### config.mk
export PLATFORM = sky130hd
export DESIGN_NAME = phy_vendor_mode_status_regs
export DESIGN_NICKNAME = d
export VERILOG_FILES = /design/src/rtl/phy_vendor_regs_pkg.sv /design/src/rtl/phy_vendor_mode_status_regs.sv
export SDC_FILE = /design/constraint.sdc
export NUM_CORES = 1
export LEC_CHECK = 0
export ABC_AREA = 1
export BUFFER_PORTS_ARGS = -buffer_cell sky130_fd_sc_hd__buf_2
export CORE_MARGIN = 2
export CORE_UTILIZATION = 25
export CTS_CLUSTER_DIAMETER = 60
export CTS_CLUSTER_SIZE = 14
export DETAILED_ROUTE_END_ITERATION = 6
export PLACE_DENSITY = 0.44
export SYNTH_ARGS = -nofsm -noshare
export SYNTH_HDL_FRONTEND = slang
export SYNTH_SLANG_ARGS = --single-unit
export TNS_END_PERCENT = 5
### constraint.sdc
create_clock -name clk_sys_i -period 1.8 [get_ports clk_sys_i]
set_input_delay 0.18 -clock clk_sys_i [delete_from_list [all_inputs] [get_ports clk_sys_i]]
set_output_delay 0.18 -clock clk_sys_i [all_outputs]
set_load 0.02 [all_outputs]
### src/rtl/phy_vendor_regs_pkg.sv
// Package for the vendor mode/status register bank.
// Assumes a 16-bit management register port with 5-bit register index.
package phy_vendor_regs_pkg;

    // Register indices
    localparam logic [4:0] IDX_MODE_CTRL_STATUS = 5'h11;
    localparam logic [4:0] IDX_SPECIAL_MODES    = 5'h12;
    localparam logic [4:0] IDX_SYMBOL_ERR_CNT   = 5'h1a;
    localparam logic [4:0] IDX_XOVER_SQE_POL    = 5'h1b;

    // Mode control/status field positions
    localparam int MCS_EDPD_BIT      = 13;
    localparam int MCS_FARLOOP_BIT   = 9;
    localparam int MCS_ALTERNATE_INTERRUPT_SELECT_BIT    = 6;
    localparam int MCS_ENERGY_BIT    = 1;
    localparam int MCS_SPARE_BIT     = 0;

    // Special modes field positions
    localparam int SM_RSVD_ONE_BIT   = 14;
    localparam int SM_MODE_LSB       = 5;
    localparam int SM_ADDR_LSB       = 0;

    // Crossover / heartbeat / polarity field positions
    localparam int XS_AMDIX_DIS_BIT  = 15;
    localparam int XS_PAIR_SEL_BIT   = 13;
    localparam int XS_SQE_OFF_BIT    = 11;
    localparam int XS_RX_POLARITY_REVERSED_BIT       = 4;

    // Reset values
    localparam logic       RST_ENERGY_PRESENT = 1'b1;
    localparam logic       RST_RSVD_ONE       = 1'b1;
    localparam logic [15:0] RST_SYM_ERR_CNT   = 16'h0000;

    // Energy timeout
    localparam int ENERGY_TIMEOUT_MS = 256;
    localparam int CLK_HZ            = 25000000;
    localparam longint ENERGY_TIMEOUT_CYC =
        longint'(ENERGY_TIMEOUT_MS) * longint'(CLK_HZ) / 64'd1000;

    // Control fields that steer the transceiver
    typedef struct packed {
        logic       energy_detect_powerdown_en;
        logic       line_side_loopback_en;
        logic       alternate_interrupt_select;
        logic [2:0] transceiver_mode;
        logic [4:0] phy_management_address;
        logic       auto_crossover_disable;
        logic       manual_pair_select;
        logic       heartbeat_test_disable;
    } ctrl_type;

    // Line status from the receive path
    typedef struct packed {
        logic link_is_100;
        logic valid_energy;
        logic symbol_error;
        logic packet_end;
        logic rx_polarity_reversed;
    } line_status_type;

endpackage
### src/rtl/phy_vendor_mode_status_regs.sv
// Vendor mode/status management registers of a 10/100 transceiver.
// Assumes a one-cycle register port from the management frame decoder
// and line status from asynchronous receive logic.
// What this block does
// - Energy-detect power-down enable, reset zero
// - Far loopback retransmits received packets, 100 only
// - Far loopback ignores the isolate control bit
// - Bit 6 selects primary or alternate interrupts
// - Energy flag clears after 256ms silence
// - Energy flag: hard reset sets, soft keeps
// - Transceiver mode writable, default from straps
// - Address is management address and scrambler seed
// - Address default from strap, writable afterwards
// - Counter counts invalid symbols in 100 mode
// - Counter advances once per packet at most
// - Counter wraps to zero at maximum
// - Reset clears counter; reads leave it
// - Counter holds in 10BASE-T mode
// - Bit 15 disables auto crossover, bit 13 decides
// - Manual pair select: zero straight, one crossed
// - Bit 11 disables heartbeat test, reset zero
// - Bit 4 reports 10BASE-T receive polarity
//
// Design decision made here: the address-and-strobe port.
`timescale 1ns/1ps
module phy_vendor_mode_status_regs #(
    parameter longint ENERGY_TIMEOUT_CYC = phy_vendor_regs_pkg::ENERGY_TIMEOUT_CYC,
    parameter int     CNT_W              = 16
) (
    input  wire logic                                 clk_sys_i,
    input  wire logic                                 rst_i,
    input  wire logic                                 soft_rst_i,
    input  wire logic                                 isolate_i,
    input  wire logic [2:0]                           mode_strap_i,
    input  wire logic                                 addr_strap_i,
    input  wire logic [4:0]                           reg_addr_i,
    input  wire logic [15:0]                          reg_wdata_i,
    input  wire logic                                 reg_wr_i,
    input  wire logic                                 reg_rd_i,
    input  wire phy_vendor_regs_pkg::line_status_type line_i,
    output logic      [15:0]                          reg_rdata_o,
    output phy_vendor_regs_pkg::ctrl_type             ctrl_o,
    output logic                                      line_energy_present_o,
    output logic                                      far_loopback_active_o,
    output logic                                      crossover_mdix_o,
    output logic      [4:0]                           scrambler_seed_o
);

    localparam logic [31:0] TMO_LAST = 32'(ENERGY_TIMEOUT_CYC - 1);

    // All state of the block
    typedef struct packed {
        phy_vendor_regs_pkg::ctrl_type        ctrl;
        logic                                 spare0;
        logic                                 rsvd_one;
        logic                                 energy;
        logic [31:0]                          silence_cnt;
        logic [CNT_W-1:0]                     sym_err_cnt;
        logic                                 pkt_counted;
        logic                                 strap_pending;
        phy_vendor_regs_pkg::line_status_type sync1;
        phy_vendor_regs_pkg::line_status_type sync2;
        logic [15:0]                          rdata;
        logic                                 loop_act;
        logic                                 mdix;
    } state_type;

    state_type state_r;
    state_type state_nxt;

    // Register index match
    function automatic logic hit(input logic [4:0] a, input logic [4:0] idx);
        hit = (a == idx);
    endfunction

    // Next-state logic
    always_comb begin
        logic wr_mcs;
        logic wr_sm;
        logic wr_xs;
        phy_vendor_regs_pkg::line_status_type ls;
        wr_mcs = 1'b0;
        wr_sm  = 1'b0;
        wr_xs  = 1'b0;
        ls     = '0;
        state_nxt = state_r;
        ls = state_r.sync2;
        // Two-stage synchroniser for line status
        state_nxt.sync1 = line_i;
        state_nxt.sync2 = state_r.sync1;

        wr_mcs = reg_wr_i && hit(reg_addr_i, phy_vendor_regs_pkg::IDX_MODE_CTRL_STATUS);
        wr_sm  = reg_wr_i && hit(reg_addr_i, phy_vendor_regs_pkg::IDX_SPECIAL_MODES);
        wr_xs  = reg_wr_i && hit(reg_addr_i, phy_vendor_regs_pkg::IDX_XOVER_SQE_POL);

        // Mode control/status writes
        if (wr_mcs) begin
            state_nxt.ctrl.energy_detect_powerdown_en =
                reg_wdata_i[phy_vendor_regs_pkg::MCS_EDPD_BIT];
            state_nxt.ctrl.line_side_loopback_en =
                reg_wdata_i[phy_vendor_regs_pkg::MCS_FARLOOP_BIT];
            state_nxt.ctrl.alternate_interrupt_select =
                reg_wdata_i[phy_vendor_regs_pkg::MCS_ALTERNATE_INTERRUPT_SELECT_BIT];
            state_nxt.spare0 = reg_wdata_i[phy_vendor_regs_pkg::MCS_SPARE_BIT];
        end

        // Special modes writes
        if (wr_sm) begin
            state_nxt.rsvd_one = reg_wdata_i[phy_vendor_regs_pkg::SM_RSVD_ONE_BIT];
            state_nxt.ctrl.transceiver_mode =
                reg_wdata_i[phy_vendor_regs_pkg::SM_MODE_LSB +: 3];
            state_nxt.ctrl.phy_management_address =
                reg_wdata_i[phy_vendor_regs_pkg::SM_ADDR_LSB +: 5];
        end

        // Crossover / heartbeat writes
        if (wr_xs) begin
            state_nxt.ctrl.auto_crossover_disable =
                reg_wdata_i[phy_vendor_regs_pkg::XS_AMDIX_DIS_BIT];
            state_nxt.ctrl.manual_pair_select =
                reg_wdata_i[phy_vendor_regs_pkg::XS_PAIR_SEL_BIT];
            state_nxt.ctrl.heartbeat_test_disable =
                reg_wdata_i[phy_vendor_regs_pkg::XS_SQE_OFF_BIT];
        end

        // Straps captured on the first edge after hardware reset release
        if (state_r.strap_pending) begin
            state_nxt.ctrl.transceiver_mode       = mode_strap_i;
            state_nxt.ctrl.phy_management_address = {4'h0, addr_strap_i};
            state_nxt.strap_pending = 1'b0;
        end

        // Energy silence timer
        if (ls.valid_energy) begin
            state_nxt.silence_cnt = '0;
            state_nxt.energy      = 1'b1;
        end else if (state_r.silence_cnt >= TMO_LAST) begin
            state_nxt.energy = 1'b0;
        end else begin
            state_nxt.silence_cnt = state_r.silence_cnt + 32'h1;
        end

        // Symbol error counter, once per packet, 100 mode only
        if (ls.link_is_100) begin
            if (ls.symbol_error && !state_r.pkt_counted) begin
                state_nxt.sym_err_cnt = state_r.sym_err_cnt + 1'b1;
                state_nxt.pkt_counted = 1'b1;
            end
            if (ls.packet_end) begin
                state_nxt.pkt_counted = 1'b0;
            end
        end

        // Software reset: restore defaults except no-soft-reset fields
        if (soft_rst_i) begin
            state_nxt.ctrl.energy_detect_powerdown_en = 1'b0;
            state_nxt.ctrl.line_side_loopback_en      = 1'b0;
            state_nxt.ctrl.alternate_interrupt_select = 1'b0;
            state_nxt.ctrl.auto_crossover_disable     = 1'b0;
            state_nxt.ctrl.manual_pair_select         = 1'b0;
            state_nxt.spare0                          = 1'b0;
            state_nxt.sym_err_cnt = CNT_W'(phy_vendor_regs_pkg::RST_SYM_ERR_CNT);
            state_nxt.pkt_counted = 1'b0;
            // Energy flag, mode, address, heartbeat kept
        end

        // Far loopback ignores isolate
        state_nxt.loop_act = state_r.ctrl.line_side_loopback_en && ls.link_is_100;
        // Pair select
        state_nxt.mdix = state_r.ctrl.auto_crossover_disable
                         && state_r.ctrl.manual_pair_select;

        // Read mux; reads have no side effects
        state_nxt.rdata = 16'h0000;
        if (reg_rd_i) begin
            case (reg_addr_i)
                phy_vendor_regs_pkg::IDX_MODE_CTRL_STATUS: begin
                    state_nxt.rdata[phy_vendor_regs_pkg::MCS_EDPD_BIT] =
                        state_r.ctrl.energy_detect_powerdown_en;
                    state_nxt.rdata[phy_vendor_regs_pkg::MCS_FARLOOP_BIT] =
                        state_r.ctrl.line_side_loopback_en;
                    state_nxt.rdata[phy_vendor_regs_pkg::MCS_ALTERNATE_INTERRUPT_SELECT_BIT] =
                        state_r.ctrl.alternate_interrupt_select;
                    state_nxt.rdata[phy_vendor_regs_pkg::MCS_ENERGY_BIT] = state_r.energy;
                    state_nxt.rdata[phy_vendor_regs_pkg::MCS_SPARE_BIT] = state_r.spare0;
                end
                phy_vendor_regs_pkg::IDX_SPECIAL_MODES: begin
                    state_nxt.rdata[phy_vendor_regs_pkg::SM_RSVD_ONE_BIT] = state_r.rsvd_one;
                    state_nxt.rdata[phy_vendor_regs_pkg::SM_MODE_LSB +: 3] =
                        state_r.ctrl.transceiver_mode;
                    state_nxt.rdata[phy_vendor_regs_pkg::SM_ADDR_LSB +: 5] =
                        state_r.ctrl.phy_management_address;
                end
                phy_vendor_regs_pkg::IDX_SYMBOL_ERR_CNT: begin
                    state_nxt.rdata = 16'(state_r.sym_err_cnt);
                end
                phy_vendor_regs_pkg::IDX_XOVER_SQE_POL: begin
                    state_nxt.rdata[phy_vendor_regs_pkg::XS_AMDIX_DIS_BIT] =
                        state_r.ctrl.auto_crossover_disable;
                    state_nxt.rdata[phy_vendor_regs_pkg::XS_PAIR_SEL_BIT] =
                        state_r.ctrl.manual_pair_select;
                    state_nxt.rdata[phy_vendor_regs_pkg::XS_SQE_OFF_BIT] =
                        state_r.ctrl.heartbeat_test_disable;
                    state_nxt.rdata[phy_vendor_regs_pkg::XS_RX_POLARITY_REVERSED_BIT] =
                        ls.rx_polarity_reversed;
                end
                default: begin
                    state_nxt.rdata = 16'h0000;
                end
            endcase
        end
    end

    // State register; hardware reset restores every default
    always_ff @(posedge clk_sys_i) begin
        if (rst_i) begin
            state_r               <= '0;
            state_r.energy        <= phy_vendor_regs_pkg::RST_ENERGY_PRESENT;
            state_r.rsvd_one      <= phy_vendor_regs_pkg::RST_RSVD_ONE;
            state_r.strap_pending <= 1'b1;
            state_r.sym_err_cnt   <= CNT_W'(phy_vendor_regs_pkg::RST_SYM_ERR_CNT);
        end else begin
            state_r <= state_nxt;
        end
    end

    // Outputs straight from flip-flops
    assign reg_rdata_o           = state_r.rdata;
    assign ctrl_o                = state_r.ctrl;
    assign line_energy_present_o = state_r.energy;
    assign far_loopback_active_o = state_r.loop_act;
    assign crossover_mdix_o      = state_r.mdix;
    assign scrambler_seed_o      = state_r.ctrl.phy_management_address;

    // Assertions
    a_cnt_holds_10: assert property (@(posedge clk_sys_i) disable iff (rst_i)
        (!state_r.sync2.link_is_100 && !soft_rst_i) |=> $stable(state_r.sym_err_cnt))
        else $error("symbol counter moved in 10 mode");
    a_cnt_once_pkt: assert property (@(posedge clk_sys_i) disable iff (rst_i)
        (state_r.pkt_counted && !state_r.sync2.packet_end && !soft_rst_i)
        |=> $stable(state_r.sym_err_cnt))
        else $error("counter advanced twice in one packet");
    a_cnt_wraps: assert property (@(posedge clk_sys_i) disable iff (rst_i)
        ($past(state_r.sym_err_cnt) == '1 && state_r.sym_err_cnt != $past(state_r.sym_err_cnt)
         && !$past(soft_rst_i)) |-> state_r.sym_err_cnt == '0)
        else $error("counter did not wrap");
    a_energy_drop: assert property (@(posedge clk_sys_i) disable iff (rst_i)
        (state_r.silence_cnt >= TMO_LAST && !state_r.sync2.valid_energy) |=> !state_r.energy)
        else $error("energy flag did not fall");
    a_energy_soft: assert property (@(posedge clk_sys_i) disable iff (rst_i)
        (soft_rst_i && !state_r.sync2.valid_energy && state_r.silence_cnt < TMO_LAST)
        |=> $stable(state_r.energy))
        else $error("soft reset changed energy flag");
    a_mode_soft: assert property (@(posedge clk_sys_i) disable iff (rst_i)
        (soft_rst_i && !reg_wr_i && !state_r.strap_pending)
        |=> ($stable(state_r.ctrl.transceiver_mode)
             && $stable(state_r.ctrl.phy_management_address)
             && $stable(state_r.ctrl.heartbeat_test_disable)
             && !state_r.ctrl.energy_detect_powerdown_en))
        else $error("soft reset handling");
    a_strap_load: assert property (@(posedge clk_sys_i) disable iff (rst_i)
        (state_r.strap_pending && !rst_i)
        |=> state_r.ctrl.transceiver_mode == $past(mode_strap_i))
        else $error("mode strap not loaded");
    a_mdix_sel: assert property (@(posedge clk_sys_i) disable iff (rst_i)
        !state_r.ctrl.auto_crossover_disable |=> !crossover_mdix_o)
        else $error("manual pairing with auto crossover on");
    a_read_data: assert property (@(posedge clk_sys_i) disable iff (rst_i)
        (reg_rd_i && reg_addr_i == phy_vendor_regs_pkg::IDX_SYMBOL_ERR_CNT)
        |=> reg_rdata_o == 16'($past(state_r.sym_err_cnt)))
        else $error("counter read mismatch");

endmodule

After elaboration in Yosys (flattened, before gate mapping)
Index checks and enable logic that the tools add are counted.
- word-level logic and storage cells: 75
- flip-flop bits (word level): 95
- output and inout port bits: 38
- bitwise gates (word level): 2
- reduce and logical (&&, ||, !) cells: 16
- $add $sub $neg: 2
- eq/ne operators: 4
- mux-type cells: 20
- order comparisons: 1
- operator list (cell ; number):
    32-bit by 1-bit adder with 32-bit output, second input constant ; 1
    32-bit by 23-bit greater-or-equal comparator with 1-bit output, second input constant ; 1
    29-bit 2-to-1 mux ; 1
    5-bit equality test, second input constant ; 4
    17-bit 2-to-1 mux ; 1
    16-bit by 1-bit adder with 16-bit output, second input constant ; 1
    16-bit 2-to-1 mux ; 1
    8-bit 2-to-1 mux ; 2
    1-bit one-hot mux with 2 select lines ; 6
    1-bit one-hot mux with 3 select lines ; 3
    2-bit OR reduction ; 4
    1-bit logical AND ; 6
    2-bit one-hot mux with 3 select lines ; 1
    1-bit 2-to-1 mux ; 4
    2-bit one-hot mux with 2 select lines ; 1
    2-bit AND reduction ; 2
    2-bit nonzero test ; 2
    3-bit OR reduction ; 1
    1-bit inverter ; 2
    1-bit zero test ; 1

Logic depth before layout (Yosys ltp)
Gate-level depths: netlist of the first run.
- depth in word-level cells: 4
- depth in mapped cells: 12

Worst setup path after synthesis of the first run
OpenSTA, ideal clock, no wires.
- path type: register -> register
- start point: reg state_r[46] in the netlist's numbering
- end point: reg state_r[47] in the netlist's numbering
- path slack: 141 ps
- stages on the path, launching flop included: 11
- data required time: 1668 ps
- clock period less this slack: 1659 ps
- data arrival time: 1526 ps
- cells stage by stage: dfxtp_1 ha_1 nand3_2 nor2_4 nand2_2 nand2_2 nand2_2 buf_6 buf_2 nand3_1 a21oi_1
- longest elaborated chain between the ends: 1
- elaborated cells between the ends (all ways): 2
- those cells by class: add/sub (1); order compare (1)
- ends and longest elaborated chain (element ; RTL line ; RTL):
    start, declared ; phy_vendor_mode_status_regs.sv:68 ; state_type state_r;
    start signal, assigned ; phy_vendor_mode_status_regs.sv:223 ; state_r <= state_nxt;
    32-bit by 1-bit adder with 32-bit output or 32-bit by 23-bit greater-or-equal comparator with 1-bit output (tied branches) ; phy_vendor_mode_status_regs.sv:140, phy_vendor_mode_status_regs.sv:137 ;
Parallel ways exist; a longest one is shown, timed or not.
A chain may end at the register's enable or synchronous reset.

Worst setup path after layout of the first run
- start point: reg state_r[31] in the netlist's numbering
- end point: reg state_r[44] in the netlist's numbering
- longest elaborated chain between the ends: 1
- ends and longest elaborated chain (element ; RTL line ; RTL):
    16-bit by 1-bit adder with 16-bit output ; phy_vendor_mode_status_regs.sv:146 ; state_nxt.sym_err_cnt = state_r.sym_err_cnt + 1'b1;
Every way passes these cells.

==> results of run 1 <==
per-layer routing:
layer  routed length, microns  vias to the layer above
li1                         -                     2107
met1                     4950                     1830
met2                     5140                       89
met3                      575                       15
met4                      232                        0
met5                        0                        -
path summary, 6_finish.rpt:
path,start,cells past startpoint,to
max,state_r[31],10,state_r[44]
min,line_i[4],3,state_nxt[22]
max reg2reg,state_r[31],10,state_r[44]
min reg2reg,state_nxt[19],2,state_r[19]
area by class of cell:
| class | instances | area [sq um] |
|---|---|---|
| clock inverters | 7 | 70.1 |
| repair buffers | 87 | 480 |
| multi-input cells | 409 | 1890 |
| well taps | 225 | 282 |
| inverters | 93 | 349 |
| fillers | 1901 | 12200 |
| flip-flops and latches | 95 | 1900 |
| clock buffers | 9 | 225 |
synth_stat cells, types with 2 or more instances:
master    number
xnor2_1        3
o211ai_1       3
nor2_1        98
nand2_1      133
buf_4         38
nor3_1        11
nor2_2         3
nand4_1       13
buf_1          2
a21oi_1       36
buf_6          2
nand3_2        2
o32ai_1        2
o21ai_0       29
a31oi_1        4
dfxtp_1       95
xor2_1         5
inv_1         92
clkbuf_1       5
ha_1           2
nand3_1       55
nand2_2        5
where the power goes:
part / internal [uW] / switching, uW / total (uW) / leakage (uW)
combinational: 71.8 / 110 / 181 / 0.00127
sequential: 2120 / 19.0 / 2140 / 0.000769
clock: 984 / 937 / 1920 / 0.000144
state kept, by name (all words and copies together) (netlist names):
signal and cells:
state_nxt 5, far_loopback_active_o 1, state_r 57, reg_rdata_o 16, line_energy_present_o 1, crossover_mdix_o 1
scrambler_seed_o 5, ctrl_o 9
critical path: stages (launching register included):
cell,delay (ns)
dfxtp_1,0.39
ha_1,0.19
nand3_1,0.09
nor2_2,0.16
nand2_1,0.10
nor2_1,0.17
nand2_1,0.11
nor2_1,0.14
nand2_1,0.06
nand2_1,0.06
nor2_1,0.04
per-stage QoR:
stage               area, sq um  hold WS, ns  cells  worst slack [ns]  utilization, %
floorplan                  4480        0.208    646             0.141               -
global placement           4890        0.392    909             0.163            28.1
detailed placement         4890        0.394    909             0.109            28.1
CTS                        5180       0.0300    925            0.0917            29.8
global route               5200       0.0405    925            0.0132            29.8
finish                     5200       0.0391    925             0.213            29.8
kinds of logic after synthesis:
| family | after synthesis | synth area share (%) |
|---|---|---|
| compound gates | 76 | 9.02 |
| flops | 95 | 42.5 |
| xor+xnor | 8 | 1.56 |
| simple gates | 323 | 30.7 |
| buf+inv | 142 | 15.7 |
| fa+ha+maj | 2 | 0.559 |
==> results.cfg, run 1 <==
[timing]
finalSetupTns_ns = 0
finalMaxSlewViolations = 0
rsz0062_at_grt = false
max_slew_margin_pct = 74.4
final_hold_viol_count = 0
setup_viol = 0
period_share_pct = 88.2
finalCriticalPeriod_ns = 1.59
tightest_slew_ns = 0.381
finClkSkew_ns = 0.0167
fmax_mhz = 630

[placed_design]
port_buffers = 69
finalWeightedCongestion = 0.798
place_hpwl_microns = 8410

[worst_setup_path]
start_kind = register
critPathMaxFanout = 4
critPathArrivalTime_ns = 1.85
reg2reg_slack_ns = 0.21
cp.required_ns = 2.06
critPathKind = register to register
cp-end-kind = register

[run_status]
outcome = finished, final reports clean

[logic_synthesis]
postSynthAreaPerCell_sq_um = 6.93
ys_seq_elements = 95
syn_area_sq_mm = 0.00448
ys.warnings.count = 0
synth_ff_type = dfxtp_1
async_flop_share_pct = 0
synth.distinct_cells = 30
synth_edf_count = 0
syn_inst = 646
ys_seq_area_share_pct = 42.5
synth_fp_nets = 684
synth_area_leaders = dfxtp_1, nand2_1, nor2_1, inv_1, buf_4
synth_largest_type_area_fraction_pct = 42.5
synth.largest_area_cell = dfxtp_1

[power_and_ir_drop]
irDropWorstVdd_mv = 0.425
p_leak_uw = 0.00219
power-per-cell-area_mw_per_mm2 = 817
p_total_uw = 4250

[clock_tree]
clock_path_buffers = 2
cts-resized-gates = 0
clock_sinks = 95
cts.clk_slew.worst_paths_ns = 0.08
root_buffer = clkbuf_16
worstSkewPairLatency_ns = 0.36
cts_hold_buf = 0
cts_max_level = 3
cts_setup_buffers = 0
cts_buffers = 9
cts_tree = done

[route]
vias = 4041
wire_per_inst_microns = 11.8
postRouteAntennaNets = 0
drc = 0
drt_iter0_drc = 214
vias_per_cell = 4.37
drt_wl_total_microns = 10900
dr.pass1.iters = 5

[global_routing]
overflow = 0
top_usage_layer = met2
globalRouteMet3Util_pct = 2.41
first_global_vias = 3843
antenna_found_initial = 0
grt_pass1_wl_microns = 18000
use_met1_pct = 14.3
grt_max_degree = 28
use_met2_pct = 21.1
grtUsageTotal_pct = 12.1

[die]
die-area_sq_mm = 0.0190
rows = 48
die_y_microns = 138
fp.coreArea_sq_mm = 0.0174
die_x_microns = 138
num_io_pins = 74
initial_core_util_pct = 25.7

[flow_run]
cap_violations = 0

[finish]
antenna_cells = 0
area_growth_pct = 16.1
nNetsFinal = 733
drive_gt1_share_pct = 17.0
layout_common_cells = nand2_1, nor2_1, dfxtp_1
layout_commonest_cell = nand2_1

[min_path]
min_path_type = primary input to register
Note: power is estimated with default switching activity, not from simulation.
==> run 2, diff against run 1 <==
- CORE_UTILIZATION: 25 -> 45
- PLACE_DENSITY: 0.44 -> 0.68
==> results.cfg, run 2 (synthesized netlist as in run 1, its figures left out) <==
[finish]
largest_reg_flops = 57
final_area_sq_mm = 0.00496
nNetsFinal = 733
antenna_cells = 0
drive_gt1_share_pct = 16.6
area_growth_pct = 10.8
layout_commonest_cell = nand2_1
regMostFlops = state_r
fillers = 993
utilization_pct = 51.0
layout_common_cells = nand2_1, nor2_1, dfxtp_1

[clock_tree]
root_buffer = clkbuf_8
cts.clk_slew.worst_paths_ns = 0.09
clock_path_buffers = 2
worstSkewPairLatency_ns = 0.37
cts_tree = done
cts_max_level = 3
clock_sinks = 95
cts_buffers = 9

[route]
drt_wl_total_microns = 9530
vias = 3969
dr.pass1.iters = 4
drc = 0
wire_per_inst_microns = 11.4
drt_iter0_drc = 137
postRouteAntennaNets = 0
vias_per_cell = 4.76

[die]
num_io_pins = 74
initial_core_util_pct = 46.0
fp.coreArea_sq_mm = 0.00973
die_y_microns = 104
rows = 36
die-area_sq_mm = 0.0108
die_x_microns = 104

[min_path]
hold_end = state_nxt[22]
hold_path_depth = 3
worstHoldStart = line_i[4]
min_path_type = primary input to register

[global_routing]
grt_max_degree = 28
antenna_found_initial = 0
first_global_vias = 3705
overflow = 0
grt_pass1_wl_microns = 16700
grtUsageTotal_pct = 18.6

[worst_setup_path]
regToRegStartpoint = state_r[47]
reg2regPathDepth = 10
slowest_stage = dfxtp_1
critPathMaxFanout = 18
timing.critical_path.mode_cell = nand2_2
worstReg2RegEnd = state_r[56]
critPathKind = register to register
cp-end-kind = register
crit_chain = ha_1 > nand3_2 > nor2_4 > nand2_2 > nand2_2 > nand2_2 > nand2_2 > buf_6 > nand2_1 > a21oi_1
reg2reg_slack_ns = 0.16
critPathArrivalTime_ns = 1.92
max_stage_delay_ns = 0.38
start_kind = register
cp.required_ns = 2.08

[placed_design]
place_hpwl_microns = 7100
dpl_cell_area_sq_mm = 0.00474
finalWeightedCongestion = 0.862
port_buffers = 69

[timing]
finalCriticalPeriod_ns = 1.64
period_share_pct = 91.1
setup_viol = 0
max_slew_margin_pct = 51.2
rsz0062_at_grt = true
fmax_mhz = 610
final_hold_viol_count = 0
finalMaxSlewViolations = 0
tightest_slew_ns = 0.728
finalSetupTns_ns = 0
finClkSkew_ns = 0.00974

[flow_run]
cap_violations = 0

[power_and_ir_drop]
p_total_uw = 3610
power-per-cell-area_mw_per_mm2 = 728
p_leak_uw = 0.00213
irDropWorstVdd_mv = 0.383

[run_status]
outcome = finished, final reports clean
## run 2: changes by cell type in the layout (fill, tap and decap cells not counted), moves of 2 or more
cell	previous run	this run
clkbuf_16	9	0
clkinvlp_4	1	3
buf_4	18	16
nor2_2	7	5
nor2_1	94	96
inv_8	4	1
clkbuf_8	0	9
## run 2: worst max path at each step
stage | end | start
final | state_r[56] | state_r[47]
after detailed placement | state_r[56] | state_r[47]
after floorplan | state_r[47] | state_r[46]
after global placement | state_r[49] | state_r[47]
after CTS | state_r[56] | state_r[47]
after global routing | state_r[44] | state_r[31]
## run 2: metal layers
metal | up-vias | share of wire, % | global-route usage (%)
li1 | 2101 | - | -
met1 | 1778 | 46 | 22.8
met2 | 79 | 48 | 32.2
met3 | 11 | 4.8 | 4.41
met4 | 0 | 1.1 | 5.79
met5 | - | 0 | 0
## run 2: critical path, delay by kind of cell (launching register included)
kind	cells	cell delay, ns
fa+ha+maj	1	0.22
flops	1	0.38
compound gates	1	0.13
buf+inv	1	0.18
simple gates	7	0.64
## run 2: area by class of cell
| class | count | area, sq um | area share, % |
|---|---|---|---|
| repair buffers | 87 | 487 | 9.80 |
| clock inverters | 6 | 51.3 | 1.03 |
| clock buffers | 10 | 128 | 2.57 |
| multi-input cells | 409 | 1880 | 37.9 |
| flip-flops and latches | 95 | 1900 | 38.4 |
| well taps | 133 | 166 | 3.35 |
| inverters | 93 | 349 | 7.03 |
## run 2: repair_timing
item / CTS / global route
setup endpoints to repair: 0 / 21
setup buffers: 0 / 3
hold buffers: 1 / 0
endpoints found under the hold margin: 1 / 0
gates resized for setup: 0 / 5
## run 2: report_power, final
| group | internal (uW) | switching, uW |
|---|---|---|
| clock | 522 | 780 |
| combinational | 66.7 | 104 |
| sequential | 2120 | 17.7 |
| total | 2710 | 901 |
## run 2: through the flow
step / instances / hold slack, ns / worst slack (ns)
2_1_floorplan: 646 / 0.208 / 0.141
3_3_place_gp: 813 / 0.384 / 0.180
3_5_place_dp: 813 / 0.391 / 0.0810
4_1_cts: 830 / 0.000863 / 0.0658
5_1_grt: 833 / 0.00782 / -0.0262
6_report: 833 / 0.0107 / 0.159
==> run 3, diff against run 2 <==
- CTS_BUF_LIST: not set -> sky130_fd_sc_hd__clkbuf_2
==> results.cfg, run 3 (synthesized netlist as in run 1, its figures left out) <==
[clock_tree]
cts_buffers = 9
root_buffer = clkbuf_2
clock_path_buffers = 2
cts_max_level = 3
cts.clk_slew.worst_paths_ns = 0.27
worstSkewPairLatency_ns = 0.56
clock_sinks = 95
cts_tree = done

[timing]
rsz0062_at_grt = false
max_slew_margin_pct = 49.4
fmax_mhz = 587
finalSetupTns_ns = 0
tightest_slew_ns = 0.755
finClkSkew_ns = 0.0259
finalCriticalPeriod_ns = 1.70
period_share_pct = 94.6
setup_viol = 0
finalMaxSlewViolations = 0
final_hold_viol_count = 0
hold_slack_ns = 0.0636

[power_and_ir_drop]
swShare_pct = 26.6
p_sw_uw = 885
clkPwrFrac_pct = 28.8
power_frac_comb_pct = 6.6
power_frac_seq_pct = 64.6
irDropWorstVdd_mv = 0.359
p_int_uw = 2450
p_leak_uw = 0.00221
power-per-cell-area_mw_per_mm2 = 643

[finish]
drive_gt1_share_pct = 16.7
regMostFlops = state_r
nNetsFinal = 759
layout_common_cells = nand2_1, nor2_1, inv_1
fillers = 988
antenna_cells = 0
largest_reg_flops = 57
layout_commonest_cell = nand2_1
area_growth_pct = 15.6

[global_routing]
grt_pass1_wl_microns = 17500
overflow = 0
grtUsageTotal_pct = 19.4
antenna_found_initial = 0
grt_max_degree = 28
first_global_vias = 3908

[worst_setup_path]
cp-end-kind = register
critPathArrivalTime_ns = 2.18
path_delay_family = buffers and inverters
cp.required_ns = 2.28
critPathMaxFanout = 6
start_kind = primary input
crit_start = reg_addr_i[1]
slowest_stage = dlygate4sd3_1
critPathBufInv = 4
max_stage_delay_ns = 0.57
critPathKind = primary input to register
regToRegStartpoint = state_r[47]
timing.critical_path.mode_cell = dlygate4sd3_1
crit_chain = dlygate4sd3_1 > buf_2 > nor2_1 > nand2_2 > nor2_2 > inv_1 > o21ai_0 > dlygate4sd3_1 > a21oi_1

[die]
rows = 36
fp.coreArea_sq_mm = 0.00973
num_io_pins = 74
die-area_sq_mm = 0.0108
die_x_microns = 104
die_y_microns = 104
initial_core_util_pct = 46.0

[route]
drt_iter0_drc = 159
drc = 0
postRouteAntennaNets = 0
vias = 4099
dr.pass1.iters = 4
wire_per_inst_microns = 11.6
vias_per_cell = 4.77
drt_wl_total_microns = 9930

[placed_design]
place_hpwl_microns = 7100
finalWeightedCongestion = 0.862
port_buffers = 69

[flow_run]
cap_violations = 0

[min_path]
min_path_type = primary input to register
worstHoldStart = reg_addr_i[2]

[run_status]
outcome = finished, final reports clean
## run 3: layer usage
| layer | vias to the layer above | part of all wire, % | track usage, % |
|---|---|---|---|
| li1 | 2153 | - | - |
| met1 | 1835 | 45 | 23.3 |
| met2 | 92 | 49 | 34.1 |
| met3 | 19 | 4.3 | 4.34 |
| met4 | 0 | 2.0 | 6.76 |
| met5 | - | 0 | 0 |
## run 3: tightest hold or removal path: stages
cell and delay [ns]:
buf_2 0.10, nor2_1 0.04, nand2_1 0.12, o211ai_1 0.10, nand2_1 0.06, inv_1 0.03
## run 3: final timing paths
path | to | slack [ns] | cells after the start
min | reg_rdata_o[6] | 0.06 | 6
min reg2reg | state_r[22] | 0.41 | 2
max | ctrl_o[12] | 0.1 | 9
max reg2reg | state_r[48] | 0.17 | 10
## run 3: power by group through the flow
stage          Sequential [uW]  Combinational (uW)  Clock (uW)
5_1_grt                   2160                 246        1090
3_3_place_gp              2190                 167           0
6_report                  2150                 219         959
3_5_place_dp              2190                 170           0
2_1_floorplan             2190                 105           0
4_1_cts                   2150                 218        1010
## run 3: through the flow
step	util, %	std cells	cell area (sq um)	power (uW)	setup WS (ns)
2_1_floorplan	-	646	4480	2290	0.141
3_3_place_gp	48.7	813	4740	2360	0.180
3_5_place_dp	48.7	813	4740	2360	0.0810
4_1_cts	52.9	859	5140	3380	0.0434
5_1_grt	53.2	859	5180	3490	0.000355
6_report	53.2	859	5180	3330	0.0974
## run 3: area by class of cell
class,instances,area (sq um),share of cell area (%)
multi-input combinational,409,1890,36.5
tap,133,166,3.21
clock inverter,6,51.3,0.991
inverter,93,349,6.74
sequential,95,1910,37.0
clock buffer,10,50.0,0.967
timing repair buffer,113,758,14.6
## run 3: repair_timing
action                                  CTS  global route
resized for setup                         0            15
hold endpoints to repair                 32             0
buffers inserted                          0             0
endpoints found under the setup margin    0            26
hold buffers                             30             0
